$ cat src/hdl/tcd_map.vh
// register map, field positions and constants of the three-channel transfer engine
`ifndef TCD_MAP_VH
`define TCD_MAP_VH
`define TCD_NCH          3
`define TCD_FULL_CH      2
`define TCD_CH_STRIDE    8'h10
`define TCD_OFF_CTL      4'h0
`define TCD_OFF_SRC      4'h4
`define TCD_OFF_DST      4'h8
`define TCD_OFF_CNT      4'hC
`define TCD_ADDR_PRIO    8'h30
`define TCD_ADDR_STAT    8'h34
`define TCD_ADDR_SWTRIG  8'h38
`define TCD_ADDR_ROUTE   8'h3C
`define TCD_CTL_RST      32'h0000_0000
`define TCD_PRIO_RST     6'h24
`define TCD_F_EN         0
`define TCD_F_REPEAT     1
`define TCD_F_FILL       2
`define TCD_F_GATHER     3
`define TCD_F_SSZ_LO     4
`define TCD_F_SSZ_HI     5
`define TCD_F_DSZ_LO     6
`define TCD_F_DSZ_HI     7
`define TCD_F_TSEL_LO    8
`define TCD_F_TSEL_HI    11
`define TCD_F_AUTO       12
`define TCD_F_CAS_LO     13
`define TCD_F_CAS_HI     14
`define TCD_F_EARLY      15
`define TCD_F_BLOCK      16
`define TCD_F_STRIDE     17
`define TCD_F_STEP_LO    24
`define TCD_F_STEP_HI    31
`define TCD_CNT_W        17
`define TCD_SZ_BYTE      2'h0
`define TCD_SZ_HALF      2'h1
`define TCD_SZ_WORD      2'h2
`define TCD_SZ_QUAD      2'h3
`define TCD_QUAD_BEATS   2'h3
`define TCD_TSEL_SW      4'h0
`define TCD_TSEL_SUB_A   4'h1
`define TCD_TSEL_SUB_B   4'h2
`define TCD_TSEL_CONV    4'hF
`define TCD_ROUTE_NONE   3'h0
`define TCD_ROUTE_SPLIT  3'h6
`define TCD_FIFO_W       32
`define TCD_FIFO_D       16
`define TCD_FIFO_AW      4
`endif

$ cat src/hdl/tcd_engine.v
// three-channel memory transfer engine with apb registers and event triggers
// How it works
// - three independent channels; channels 0 and 1 full, channel 2 basic
// - repeat, fill and gather only on full channels; basic repeats only through auto re-enable
// - element sizes byte, half, word; read and write sizes may differ
// - every channel moves 128-bit elements and can re-enable itself
// - 17-bit counter up to 131071 elements (0 runs 131072), decremented once per element moved
// - programmable priority, arbitration per element lets higher channels preempt
// - full channels flag early at half count for ping-pong refills
// - completion of one channel can trigger a configured other channel
// - stride mode advances source address by a programmable step
// - trigger select: 0 software, 1-2 subscribers, 3-14 serial, 15 converter
// - a routed event starts the transfer of the waiting channel
// - route selector: 0 none, 1-5 point to point, 6-7 splitter
`timescale 1ns/1ps
`include "tcd_map.vh"
module tcd_engine (
   input  wire        pclk,
   input  wire        presetn,
   input  wire        psel,
   input  wire        penable,
   input  wire        pwrite,
   input  wire [7:0]  paddr,
   input  wire [31:0] pwdata,
   output reg  [31:0] prdata,
   output reg         pready,
   output reg         pslverr,
   input  wire [7:1]  gen_evt,
   input  wire [11:0] serial_pub,
   input  wire        conv_evt,
   output reg         mem_req,
   output reg         mem_we,
   output reg  [1:0]  mem_size,
   output reg  [31:0] mem_addr,
   output reg  [31:0] mem_wdata,
   input  wire        mem_ack,
   input  wire [31:0] mem_rdata
);
   localparam ST_IDLE = 2'h0;
   localparam ST_RD   = 2'h1;
   localparam ST_WR   = 2'h2;
   localparam ST_UPD  = 2'h3;

   reg  [31:0] ctl  [0:2];
   reg  [31:0] src  [0:2];
   reg  [31:0] dst  [0:2];
   reg  [16:0] cnt  [0:2];
   reg  [31:0] isrc [0:2];
   reg  [31:0] idst [0:2];
   reg  [16:0] icnt [0:2];
   reg  [2:0]  pend;
   reg  [2:0]  done;
   reg  [2:0]  early;
   reg  [5:0]  prio;
   reg  [2:0]  route_a;
   reg  [2:0]  route_b;
   reg  [1:0]  state;
   reg  [1:0]  cur;
   reg  [1:0]  beat;
   reg  [1:0]  wsz;
   reg         push_v;
   reg  [31:0] push_d;
   reg  [2:0]  sel_ch;
   reg  [1:0]  best;
   reg  [1:0]  best_p;
   reg         found;
   reg  [31:0] rd_val;
   reg         rd_err;
   integer     i;
   integer     j;

   wire        f_in_ready;
   wire        f_out_valid;
   wire [31:0] f_out_data;
   wire        f_pop;
   wire        sub_a;
   wire        sub_b;
   wire [15:0] trig_vec;
   wire [2:0]  trig_hit;
   wire [2:0]  req;
   wire        apb_wr;
   wire        apb_setup;
   wire [1:0]  a_ch;
   wire [3:0]  a_off;
   wire        a_chreg;
   wire [31:0] cc;
   wire        cfull;
   wire [1:0]  ssz;
   wire [1:0]  dsz;
   wire        quad;
   wire        last_beat;
   wire [31:0] sstep;
   wire [31:0] dstep;
   wire [16:0] cnt_next;
   wire        blk_end;

   // generic route decode; a splitter channel may feed both subscribers
   assign sub_a = (route_a != `TCD_ROUTE_NONE) & gen_evt[route_a];
   assign sub_b = (route_b != `TCD_ROUTE_NONE) & gen_evt[route_b];
   assign trig_vec = {conv_evt, serial_pub, sub_b, sub_a, 1'b0};

   genvar g;
   generate
      for (g = 0; g < `TCD_NCH; g = g + 1)
      begin : g_ch
         // software trigger goes through the swtrig register, not this vector
         assign trig_hit[g] = ctl[g][`TCD_F_EN]
                            & trig_vec[ctl[g][`TCD_F_TSEL_HI:`TCD_F_TSEL_LO]];
         // block mode keeps requesting after one trigger until the count ends
         assign req[g] = ctl[g][`TCD_F_EN] & (pend[g]
                       | (ctl[g][`TCD_F_BLOCK] & (cnt[g] != icnt[g])));
      end
   endgenerate

   // lowest priority value wins, ties go to the lower channel number
   always @*
   begin
      best   = 2'h0;
      best_p = 2'h3;
      found  = 1'b0;
      sel_ch = 3'h0;
      for (j = 0; j < `TCD_NCH; j = j + 1)
      begin
         if (req[j] && (!found || prio[2*j +: 2] < best_p))
         begin
            found  = 1'b1;
            best   = j[1:0];
            best_p = prio[2*j +: 2];
         end
      end
      if (found)
         sel_ch[best] = 1'b1;
   end

   assign cc        = ctl[cur];
   assign cfull     = (cur < `TCD_FULL_CH);
   assign ssz       = cc[`TCD_F_SSZ_HI:`TCD_F_SSZ_LO];
   assign dsz       = cc[`TCD_F_DSZ_HI:`TCD_F_DSZ_LO];
   assign quad      = (ssz == `TCD_SZ_QUAD) & (dsz == `TCD_SZ_QUAD);
   assign last_beat = !quad | (beat == `TCD_QUAD_BEATS);
   assign sstep     = (cfull & cc[`TCD_F_FILL]) ? 32'h0 :
                      cc[`TCD_F_STRIDE] ? {24'h0, cc[`TCD_F_STEP_HI:`TCD_F_STEP_LO]} :
                      (32'h1 << ssz);
   assign dstep     = (cfull & cc[`TCD_F_GATHER]) ? 32'h0 : (32'h1 << dsz);
   assign cnt_next  = cnt[cur] - 1'b1;
   assign blk_end   = (cnt_next == {`TCD_CNT_W{1'b0}});
   assign f_pop     = (state == ST_WR) & !mem_req & f_out_valid;

   assign apb_setup = psel & !penable;
   assign apb_wr    = psel & penable & pready & pwrite;
   assign a_ch      = paddr[5:4];
   assign a_off     = paddr[3:0];
   assign a_chreg   = (paddr < `TCD_ADDR_PRIO);

   // read mux; cnt reads the live remaining count
   always @*
   begin
      rd_val = 32'h0;
      rd_err = 1'b0;
      if (paddr[1:0] != 2'h0)
         rd_err = 1'b1;
      else if (a_chreg)
      begin
         case (a_off)
            `TCD_OFF_CTL: rd_val = ctl[a_ch];
            `TCD_OFF_SRC: rd_val = src[a_ch];
            `TCD_OFF_DST: rd_val = dst[a_ch];
            `TCD_OFF_CNT: rd_val = {15'h0, cnt[a_ch]};
            default:      rd_err = 1'b1;
         endcase
      end
      else
      begin
         case (paddr)
            `TCD_ADDR_PRIO:   rd_val = {26'h0, prio};
            `TCD_ADDR_STAT:   rd_val = {21'h0, cur, (state != ST_IDLE), 1'b0,
                                        early, 1'b0, done};
            `TCD_ADDR_SWTRIG: rd_val = {29'h0, pend};
            `TCD_ADDR_ROUTE:  rd_val = {24'h0, route_b >= `TCD_ROUTE_SPLIT, route_b,
                                        route_a >= `TCD_ROUTE_SPLIT, route_a};
            default:          rd_err = 1'b1;
         endcase
      end
   end

   always @(posedge pclk or negedge presetn)
   begin
      if (!presetn)
      begin
         prdata  <= 32'h0;
         pready  <= 1'b0;
         pslverr <= 1'b0;
      end
      else
      begin
         pready  <= apb_setup;
         prdata  <= (apb_setup & !pwrite) ? rd_val : 32'h0;
         pslverr <= apb_setup & rd_err;
      end
   end

   always @(posedge pclk or negedge presetn)
   begin
      if (!presetn)
      begin
         for (i = 0; i < `TCD_NCH; i = i + 1)
         begin
            ctl[i]  <= `TCD_CTL_RST;
            src[i]  <= 32'h0;
            dst[i]  <= 32'h0;
            cnt[i]  <= {`TCD_CNT_W{1'b0}};
            isrc[i] <= 32'h0;
            idst[i] <= 32'h0;
            icnt[i] <= {`TCD_CNT_W{1'b0}};
         end
         pend      <= 3'h0;
         done      <= 3'h0;
         early     <= 3'h0;
         prio      <= `TCD_PRIO_RST;
         route_a   <= `TCD_ROUTE_NONE;
         route_b   <= `TCD_ROUTE_NONE;
         state     <= ST_IDLE;
         cur       <= 2'h0;
         beat      <= 2'h0;
         wsz       <= 2'h0;
         push_v    <= 1'b0;
         push_d    <= 32'h0;
         mem_req   <= 1'b0;
         mem_we    <= 1'b0;
         mem_size  <= 2'h0;
         mem_addr  <= 32'h0;
         mem_wdata <= 32'h0;
      end
      else
      begin
         // software side first so that hardware events below win the same cycle
         if (apb_wr)
         begin
            if (a_chreg && paddr[1:0] == 2'h0)
            begin
               case (a_off)
                  `TCD_OFF_CTL: ctl[a_ch] <= pwdata;
                  `TCD_OFF_SRC:
                  begin
                     src[a_ch]  <= pwdata;
                     isrc[a_ch] <= pwdata;
                  end
                  `TCD_OFF_DST:
                  begin
                     dst[a_ch]  <= pwdata;
                     idst[a_ch] <= pwdata;
                  end
                  `TCD_OFF_CNT:
                  begin
                     cnt[a_ch]  <= pwdata[16:0];
                     icnt[a_ch] <= pwdata[16:0];
                  end
                  default: ;
               endcase
            end
            case (paddr)
               `TCD_ADDR_PRIO: prio <= pwdata[5:0];
               `TCD_ADDR_STAT:
               begin
                  done  <= done & ~pwdata[2:0];
                  early <= early & ~pwdata[6:4];
               end
               `TCD_ADDR_ROUTE:
               begin
                  route_a <= pwdata[2:0];
                  route_b <= pwdata[6:4];
               end
               default: ;
            endcase
         end
         push_v <= 1'b0;
         case (state)
            ST_IDLE:
            begin
               beat <= 2'h0;
               if (found)
               begin
                  // one element per grant so a higher channel can cut in
                  cur      <= best;
                  state    <= ST_RD;
                  pend     <= pend & ~sel_ch;
                  mem_req  <= 1'b1;
                  mem_we   <= 1'b0;
                  mem_addr <= src[best];
                  mem_size <= (ctl[best][`TCD_F_SSZ_HI:`TCD_F_SSZ_LO] == `TCD_SZ_QUAD)
                              ? `TCD_SZ_WORD : ctl[best][`TCD_F_SSZ_HI:`TCD_F_SSZ_LO];
                  wsz      <= (ctl[best][`TCD_F_DSZ_HI:`TCD_F_DSZ_LO] == `TCD_SZ_QUAD)
                              ? `TCD_SZ_WORD : ctl[best][`TCD_F_DSZ_HI:`TCD_F_DSZ_LO];
               end
            end
            ST_RD:
            begin
               // beats after the first wait for fifo room; the first read is issued from idle without a check
               if (mem_req && mem_ack)
               begin
                  mem_req <= 1'b0;
                  push_v  <= 1'b1;
                  push_d  <= mem_rdata;
                  if (last_beat)
                  begin
                     state <= ST_WR;
                     beat  <= 2'h0;
                  end
                  else
                     beat <= beat + 1'b1;
               end
               else if (!mem_req && !push_v && f_in_ready)
               begin
                  mem_req  <= 1'b1;
                  mem_addr <= src[cur] + {28'h0, beat, 2'h0};
               end
            end
            ST_WR:
            begin
               if (mem_req && mem_ack)
               begin
                  mem_req <= 1'b0;
                  if (last_beat)
                     state <= ST_UPD;
                  else
                     beat <= beat + 1'b1;
               end
               else if (f_pop)
               begin
                  // mixed sizes: narrow data is zero extended, wide data truncated
                  mem_req   <= 1'b1;
                  mem_we    <= 1'b1;
                  mem_size  <= wsz;
                  mem_addr  <= dst[cur] + {28'h0, beat, 2'h0};
                  mem_wdata <= (wsz == `TCD_SZ_BYTE) ? {24'h0, f_out_data[7:0]} :
                               (wsz == `TCD_SZ_HALF) ? {16'h0, f_out_data[15:0]} :
                               f_out_data;
               end
            end
            ST_UPD:
            begin
               state  <= ST_IDLE;
               mem_we <= 1'b0;
               if (cfull && cc[`TCD_F_EARLY] && cnt_next == (icnt[cur] >> 1))
                  early[cur] <= 1'b1;
               if (blk_end)
               begin
                  done[cur] <= 1'b1;
                  for (i = 0; i < `TCD_NCH; i = i + 1)
                  begin
                     if (ctl[i][`TCD_F_CAS_HI:`TCD_F_CAS_LO] == cur + 2'h1
                         && ctl[i][`TCD_F_EN])
                        pend[i] <= 1'b1;
                  end
                  if ((cfull && cc[`TCD_F_REPEAT]) || cc[`TCD_F_AUTO])
                  begin
                     cnt[cur] <= icnt[cur];
                     src[cur] <= isrc[cur];
                     dst[cur] <= idst[cur];
                  end
                  else
                  begin
                     cnt[cur] <= cnt_next;
                     ctl[cur][`TCD_F_EN] <= 1'b0;
                  end
               end
               else
               begin
                  cnt[cur] <= cnt_next;
                  src[cur] <= src[cur] + (quad ? 32'h10 : sstep);
                  dst[cur] <= dst[cur] + (quad ? 32'h10 : dstep);
               end
            end
            default: state <= ST_IDLE;
         endcase
         // sets come after the grant clear so a trigger in the grant cycle is kept
         for (i = 0; i < `TCD_NCH; i = i + 1)
         begin
            if (trig_hit[i])
               pend[i] <= 1'b1;
            if (apb_wr && paddr == `TCD_ADDR_SWTRIG && pwdata[i] && ctl[i][`TCD_F_EN]
                && ctl[i][`TCD_F_TSEL_HI:`TCD_F_TSEL_LO] == `TCD_TSEL_SW)
               pend[i] <= 1'b1;
         end
      end
   end

   tcd_fifo #(
      .W  (`TCD_FIFO_W),
      .D  (`TCD_FIFO_D),
      .AW (`TCD_FIFO_AW)
   ) u_fifo (
      .pclk      (pclk),
      .presetn   (presetn),
      .in_valid  (push_v),
      .in_data   (push_d),
      .in_ready  (f_in_ready),
      .out_valid (f_out_valid),
      .out_data  (f_out_data),
      .out_ready (f_pop)
   );
endmodule // tcd_engine

$ cat src/hdl/tcd_fifo.v
// synchronous valid/ready fifo that sits between the read and write halves of the engine
`timescale 1ns/1ps
module tcd_fifo #(
   parameter W  = 32,
   parameter D  = 16,
   parameter AW = 4
) (
   input  wire          pclk,
   input  wire          presetn,
   input  wire          in_valid,
   input  wire [W-1:0]  in_data,
   output wire          in_ready,
   output wire          out_valid,
   output wire [W-1:0]  out_data,
   input  wire          out_ready
);
   reg [W-1:0]  mem [0:D-1];
   reg [AW-1:0] wr_ptr;
   reg [AW-1:0] rd_ptr;
   reg [AW:0]   level;
   wire         push;
   wire         pop;

   assign in_ready  = (level != D[AW:0]);
   assign out_valid = (level != {(AW+1){1'b0}});
   assign out_data  = mem[rd_ptr];
   assign push      = in_valid & in_ready;
   assign pop       = out_valid & out_ready;

   always @(posedge pclk)
   begin
      if (push)
         mem[wr_ptr] <= in_data;
   end

   always @(posedge pclk or negedge presetn)
   begin
      if (!presetn)
      begin
         wr_ptr <= {AW{1'b0}};
         rd_ptr <= {AW{1'b0}};
         level  <= {(AW+1){1'b0}};
      end
      else
      begin
         if (push)
            wr_ptr <= wr_ptr + 1'b1;
         if (pop)
            rd_ptr <= rd_ptr + 1'b1;
         if (push & !pop)
            level <= level + 1'b1;
         else if (pop & !push)
            level <= level - 1'b1;
      end
   end
endmodule // tcd_fifo

$ cat config.mk
export PLATFORM = sky130hd
export DESIGN_NAME = tcd_engine
export DESIGN_NICKNAME = d
export VERILOG_FILES = /design/src/hdl/tcd_engine.v /design/src/hdl/tcd_fifo.v
export VERILOG_INCLUDE_DIRS = /design/src /design/src/hdl
export SDC_FILE = /design/constraint.sdc
export NUM_CORES = 2
export LEC_CHECK = 0
export BUFFER_PORTS_ARGS = -buffer_cell sky130_fd_sc_hd__buf_2
export CORE_ASPECT_RATIO = 1.75
export CORE_MARGIN = 5
export CORE_UTILIZATION = 35
export CTS_CLUSTER_SIZE = 28
export DETAILED_ROUTE_END_ITERATION = 7
export HOLD_SLACK_MARGIN = 0.02
export SYNTH_ARGS = -nofsm -noshare
export SYNTH_HDL_FRONTEND = slang
export SYNTH_SLANG_ARGS = --single-unit
$ cat constraint.sdc
create_clock -name pclk -period 15 [get_ports pclk]
set_input_delay 0.75 -clock pclk [delete_from_list [all_inputs] [get_ports pclk]]
set_output_delay 0.75 -clock pclk [all_outputs]
set_load 0.02 [all_outputs]
---- After elaboration in Yosys (flattened, before gate mapping) ----
Memories as Yosys holds them, arrays and structs flattened.
Index checks and enable logic that the tools add are counted.
word-level totals
  bits in registers ....................... 759
  bits in writable memories ............... 512
  bits of input ports ..................... 98
  output and inout bits ................... 102
  logic and storage cells ................. 428
  memories ................................ 1
operators by class
  add/sub/neg operators ................... 11
  order comparisons ....................... 20
  eq/ne operators ......................... 45
  shift operators ......................... 2
  muxes and demuxes ....................... 182
  bitwise logic cells ..................... 44
  reductions and logical operators ........ 77
memories
  name        depth  bits a word  rd ports  clocked after memory_dff  write ports  line           text
  u_fifo.mem  16     32           1         0                         1            tcd_fifo.v:17  reg [W-1:0] mem [0:D-1];
operators by type and width
  kind                  count
  $mux 96               18
  $mux 32               35
  $bwmux 96             9
  $bmux 32 s2           10
  $mux 51               6
  $bwmux 51             4
  $demux 32 s2          3
  $mux 17               8
  $pmux 32 s4           1
  $bmux 17 s2           3
  $and 96x96->96        1
  $not 96->96           1
  $pmux 32 s3           1
  $demux 17 s2          2
  $add 32x32->32        2
  $add 32x4->32         2
  $shl 1x2->32 const A  2
  $ne 17x17->1          3
  $pmux 11 s4           1
  $mux 1                36
  $ne 4x4->1 const B    9
  $mux 2                17
  $mux 3                11
  $eq 8x6->1 const B    4
  58 further kinds      192

---- Depth between registers and ports, before layout ----
  depth after elaboration ................. 24
  gate-level depth with buffers ........... 29
  mapped depth without buffers ............ 19

---- Hierarchy ----
From an unflattened synthesis, not the netlist that was laid out.
unflattened totals
  cell total of the unflattened synthesis .. 6594
  area total of the unflattened synthesis .. 66979.2 um2
by module, submodules not included
  module      instances  cells an instance  area each (um2)
  tcd_engine  1          5589               46603.4
  tcd_fifo    1          1005               20375.8

---- Worst setup path after synthesis ----
Ideal clock, no wire load.
  path type ............................... register to register
  start point ............................. register cur[1]
  end point ............................... register src[21] in the netlist's numbering
  library setup time ...................... 0.083 ns
  data arrival time ....................... 5.481 ns
  data required time ...................... 14.917 ns
  path slack .............................. 9.436 ns
  cell stages (with the launch flop) ...... 28
  path through ............................ dfrtp_1 -> buf_6 -> buf_6 -> buf_6 -> buf_4 -> buf_4 -> buf_4 -> buf_2 -> buf_2 -> buf_4 -> buf_2 -> buf_2 -> mux2i_1 -> nor2_1 -> a21oi_1 -> nor2_1 -> a31oi_1 -> nor2_1 -> ha_1 -> a21oi_1 -> o21ai_0 -> or4b_2 -> clkbuf_1 -> nor3_2 -> xnor2_1 -> nand2_1 -> mux2_1 -> o22ai_1
between the ends
  cells in the longest elaborated chain, start to end .. 12
ends and longest elaborated chain
  item                                        line              text
  from (decl)                                 tcd_engine.v:58   reg [1:0] cur;
  from (signal assigned)                      tcd_engine.v:284  cur <= best;
  $not 2->3                                   -
  $bmux 32 s2                                 tcd_engine.v:135  assign cc = ctl[cur];
  $mux 32 (not written as such) (2 in a row)  tcd_engine.v:135
  $shl 1x2->32                                tcd_engine.v:143  (32'h1 << ssz);
  $mux 32                                     tcd_engine.v:142  cc[`TCD_F_STRIDE] ? {24'h0, cc[`TCD_F_STEP_HI:`TCD_F_STEP_LO]} :
  $mux 32                                     tcd_engine.v:141  assign sstep = (cfull & cc[`TCD_F_FILL]) ? 32'h0 :
  $mux 32                                     tcd_engine.v:370  src[cur] <= src[cur] + (quad ? 32'h10 : sstep);
  $add 32x32->32                              tcd_engine.v:370
  $bwmux 96                                   tcd_engine.v:370
  $mux 96 (*)                                 tcd_engine.v:346  if (blk_end)
  $mux 96 (*)                                 tcd_engine.v:277  case (state)
  to (signal, indexed assignment)             tcd_engine.v:245  src[a_ch] <= pwdata;
  to (signal, indexed assignment)             tcd_engine.v:358  src[cur] <= isrc[cur];
  to (signal, indexed assignment)             tcd_engine.v:370
  to (decl)                                   tcd_engine.v:45   reg [31:0] src [0:2];
Mark *: on every way between the ends. The rest lies on a longest branch, timed or not. The select of a mux whose other input is x is not followed.
A chain may end at the register's enable or synchronous reset.

---- Worst setup path after layout ----
  start point ............................. register cur[1]
  end point ............................... register src[25] in the netlist's numbering
Same word-level chain as after synthesis.

==> results.yml <==
outcome:
  status: "finished, final reports clean"
sta:
  rsz0062_at_grt: "false"
  clock.fmax_ghz: 0.142
  report.final.slew_viol_count: 0
  finalCritPeriodShare_pct: 47.0
  finClkSkew_ns: 0.0939
  holdWs_ns: 0.216
  fin_crit_ns: 7.04
  hold_viol: 0
  setup_ws_ns: 7.96
  setup_viol: 0
  tns_ns: 0
  worst_pin_slew_ns: 1.42
  maxSlewHeadroom_pct: 4.34
logic_synthesis:
  synth-edff-count: 512
  synth_area_per_cell_um2: 10.5
  netlist-cell-type-count: 95
  synthFlopType: "dfrtp_1"
  ys_ff_latch: 1271
  yosys_warnings: 0
  synth_area_leaders: "dfrtp_1, edfxtp_1, nand2_1, mux4_2, mux2i_1"
  synth_common_cells: "nand2_1, dfrtp_1, edfxtp_1"
  synth_cells: 6312
  ys_async_sr_fraction_pct: 59.7
  syn-cell-area_um2: 66400
  yosysMostFrequentCell: "nand2_1"
  synthDominantCellAreaShare_pct: 28.5
  yosysSeqAreaShare_pct: 51.7
  synth_nets: 6450
  synth.largest_area_cell: "dfrtp_1"
route:
  ant_nets: 0
  drt_iter0_drc: 6310
  viasPerCell: 6.18
  drc_errors: 0
  dr_total_vias: 54900
  wire_per_inst_um: 31.5
  first_pass_iters: 8
  wl_um: 280000
place:
  place.gp.congestion: 1.02
  place_area_um2: 70000
  pre_cts_slack_ns: 8.27
  dp_hpwl_um: 181000
  port_buffers: 199
critical_path:
  crit_required_ns: 15.69
  cp_max_fo: 50
  worstSetupPathType: "flop to flop"
  arrival_ns: 7.73
  reg2reg_to: "src[25]$_DFF_PN0_"
  r2r-start: "cur[1]$_DFFE_PN0P_"
  crit_path_end_kind: "flop"
  ff2ff_setup_slack_ns: 7.96
  ff2ff_path_depth: 15
  worstSetupStartpointType: "flop"
cts:
  htree_levels: 3
  cts_made_buffers: 121
  cts-root-buf: "clkbuf_16"
  cts_buffer_depth: 3
  clkSinkCount: 1271
  path_clk_slew_ns: 0.07
  cts_tree: "built"
  clock_latency_ns: 0.81
worst_hold_path:
  hold_class: "primary input to flop"
  min_path_cells: 3
  min_to: "pready$_DFF_PN0_"
  hp-start: "psel"
power_and_ir_drop:
  power_frac_seq_pct: 41.5
  p_int_mw: 7.01
  ir_drop_mv: 0.119
  pwr-share-comb_pct: 26.2
  p_switching_mw: 3.62
  p_leak_nw: 29.5
  power_density_nw_per_um2: 143
  switching_share_pct: 34.1
  power_frac_clock_pct: 32.2
die:
  die_w_um: 339
  std_cell_rows: 211
  die_h_um: 586
  io_pins: 200
  initial_core_util_pct: 35.2
  dieArea_um2: 199000
  coreArea_um2: 189000
final_layout:
  finalCoreUtilization_pct: 39.5
  nets: 6442
  final_area_um2: 74500
  layout-drive-gt1-share_pct: 16.2
  area_delta_synth_final_pct: 12.2
global_routing:
  grt.overflow.total: 0
  antenna_found_initial: 31
  grt_max_degree: 156
  grt_pass1_wl_um: 397000
  grt_usage_pct: 27.4
  first_global_vias: 54800
run:
  drv_cap: 0
[layer usage]
layer / up-vias / global-route usage, % / share of wire [%]
li1: 22800 / - / -
met1: 27400 / 29.4 / 33
met2: 3457 / 45.0 / 47
met3: 1208 / 6.49 / 8.9
met4: 14 / 24.7 / 11
met5: - / 0 / 0.029
[per-stage QoR]
step                      power [mW]  instances
after floorplan                 6.10       6312
after global placement          7.15       8625
after detailed placement        7.20       8625
after CTS                       10.6       8856
after global routing            11.0       8864
final                           10.6       8884
[flip-flops by register name (all words and copies together) (netlist names), 4 cells and up]
signal and cells:
src 96, icnt 51, mem_addr 32, push_d 32, u_fifo.wr_ptr 4, u_fifo.rd_ptr 4
u_fifo.mem 512, mem_wdata 32, isrc 96, prio 6, ctl 96, u_fifo.level 5
idst 96, prdata 32, cnt 51, dst 96
[final cells by class]
cell class / count / area [um^2]
Fill cell: 18100 / 114000
Sequential cell: 1271 / 34400
Multi-Input combinational cell: 4499 / 30200
Clock buffer: 165 / 3450
Tap cell: 2449 / 3060
Timing Repair Buffer: 358 / 2260
Clock inverter: 65 / 945
Inverter: 53 / 199
Antenna cell: 24 / 60.1
[kinds of logic (layout without fill, tap and decap cells)]
kind of cell | count (synthesis) | in the layout | synth area share [%]
mux | 763 | 763 | 15.2
compound gates | 1293 | 1293 | 12.7
buf+inv | 542 | 641 | 3.28
xor+xnor | 180 | 180 | 2.37
other cells | 0 | 24 | 0
fa+ha+maj | 40 | 40 | 0.799
flops | 1271 | 1271 | 51.7
simple gates | 2223 | 2223 | 13.9
[critical path, stage by stage, from the launching register on]
cell and delay [ns]:
dfrtp_4 0.99, buf_4 0.62, buf_4 0.63, mux2i_1 0.26, o2bb2ai_1 0.17, nor4_1 0.30
buf_4 0.23, nand4_1 0.13, xnor2_1 0.26, or4_4 0.61, nor4_4 0.17, buf_4 0.48
buf_4 0.59, buf_4 0.71, nor2_1 0.19, a222oi_1 0.38
[worst max path at each step]
stage | from | to | depth (start not counted)
after floorplan | cur[1]$_DFFE_PN0P_ | src[21]$_DFF_PN0_ | 27
after global placement | cur[1]$_DFFE_PN0P_ | src[89]$_DFF_PN0_ | 15
after detailed placement | cur[1]$_DFFE_PN0P_ | src[25]$_DFF_PN0_ | 15
after CTS | cur[1]$_DFFE_PN0P_ | src[25]$_DFF_PN0_ | 15
after global routing | cur[1]$_DFFE_PN0P_ | src[57]$_DFF_PN0_ | 15
final | cur[1]$_DFFE_PN0P_ | src[25]$_DFF_PN0_ | 15
[power by group through the flow]
stage	registers (mW)	clock network, mW	logic [mW]
2_1_floorplan	4.36	0	1.74
3_3_place_gp	4.45	0	2.70
3_5_place_dp	4.48	0	2.73
5_1_grt	4.46	3.60	2.92
6_report	4.41	3.43	2.79
4_1_cts	4.41	3.46	2.74
[cells in the final DEF (no fill, tap or decap), types with 75 or more instances in the layout]
master,instances
a21boi_0,137
a21oi_1,244
buf_2,196
buf_4,153
clkbuf_16,122
dfrtp_1,751
edfxtp_1,512
mux2_2,197
mux2i_1,387
mux4_2,175
nand2_1,1501
nand3_1,125
nor2_1,300
o211ai_1,104
o21ai_0,304
o22ai_1,154
xnor2_1,105
xor2_1,75
[what timing repair did]
action                                 in CTS  in global routing
resized for setup                           0                  0
hold buffers                                1                  0
buffers inserted                            0                  0
endpoints found under the hold margin      63                  0
(Power assumes the default switching activity.)
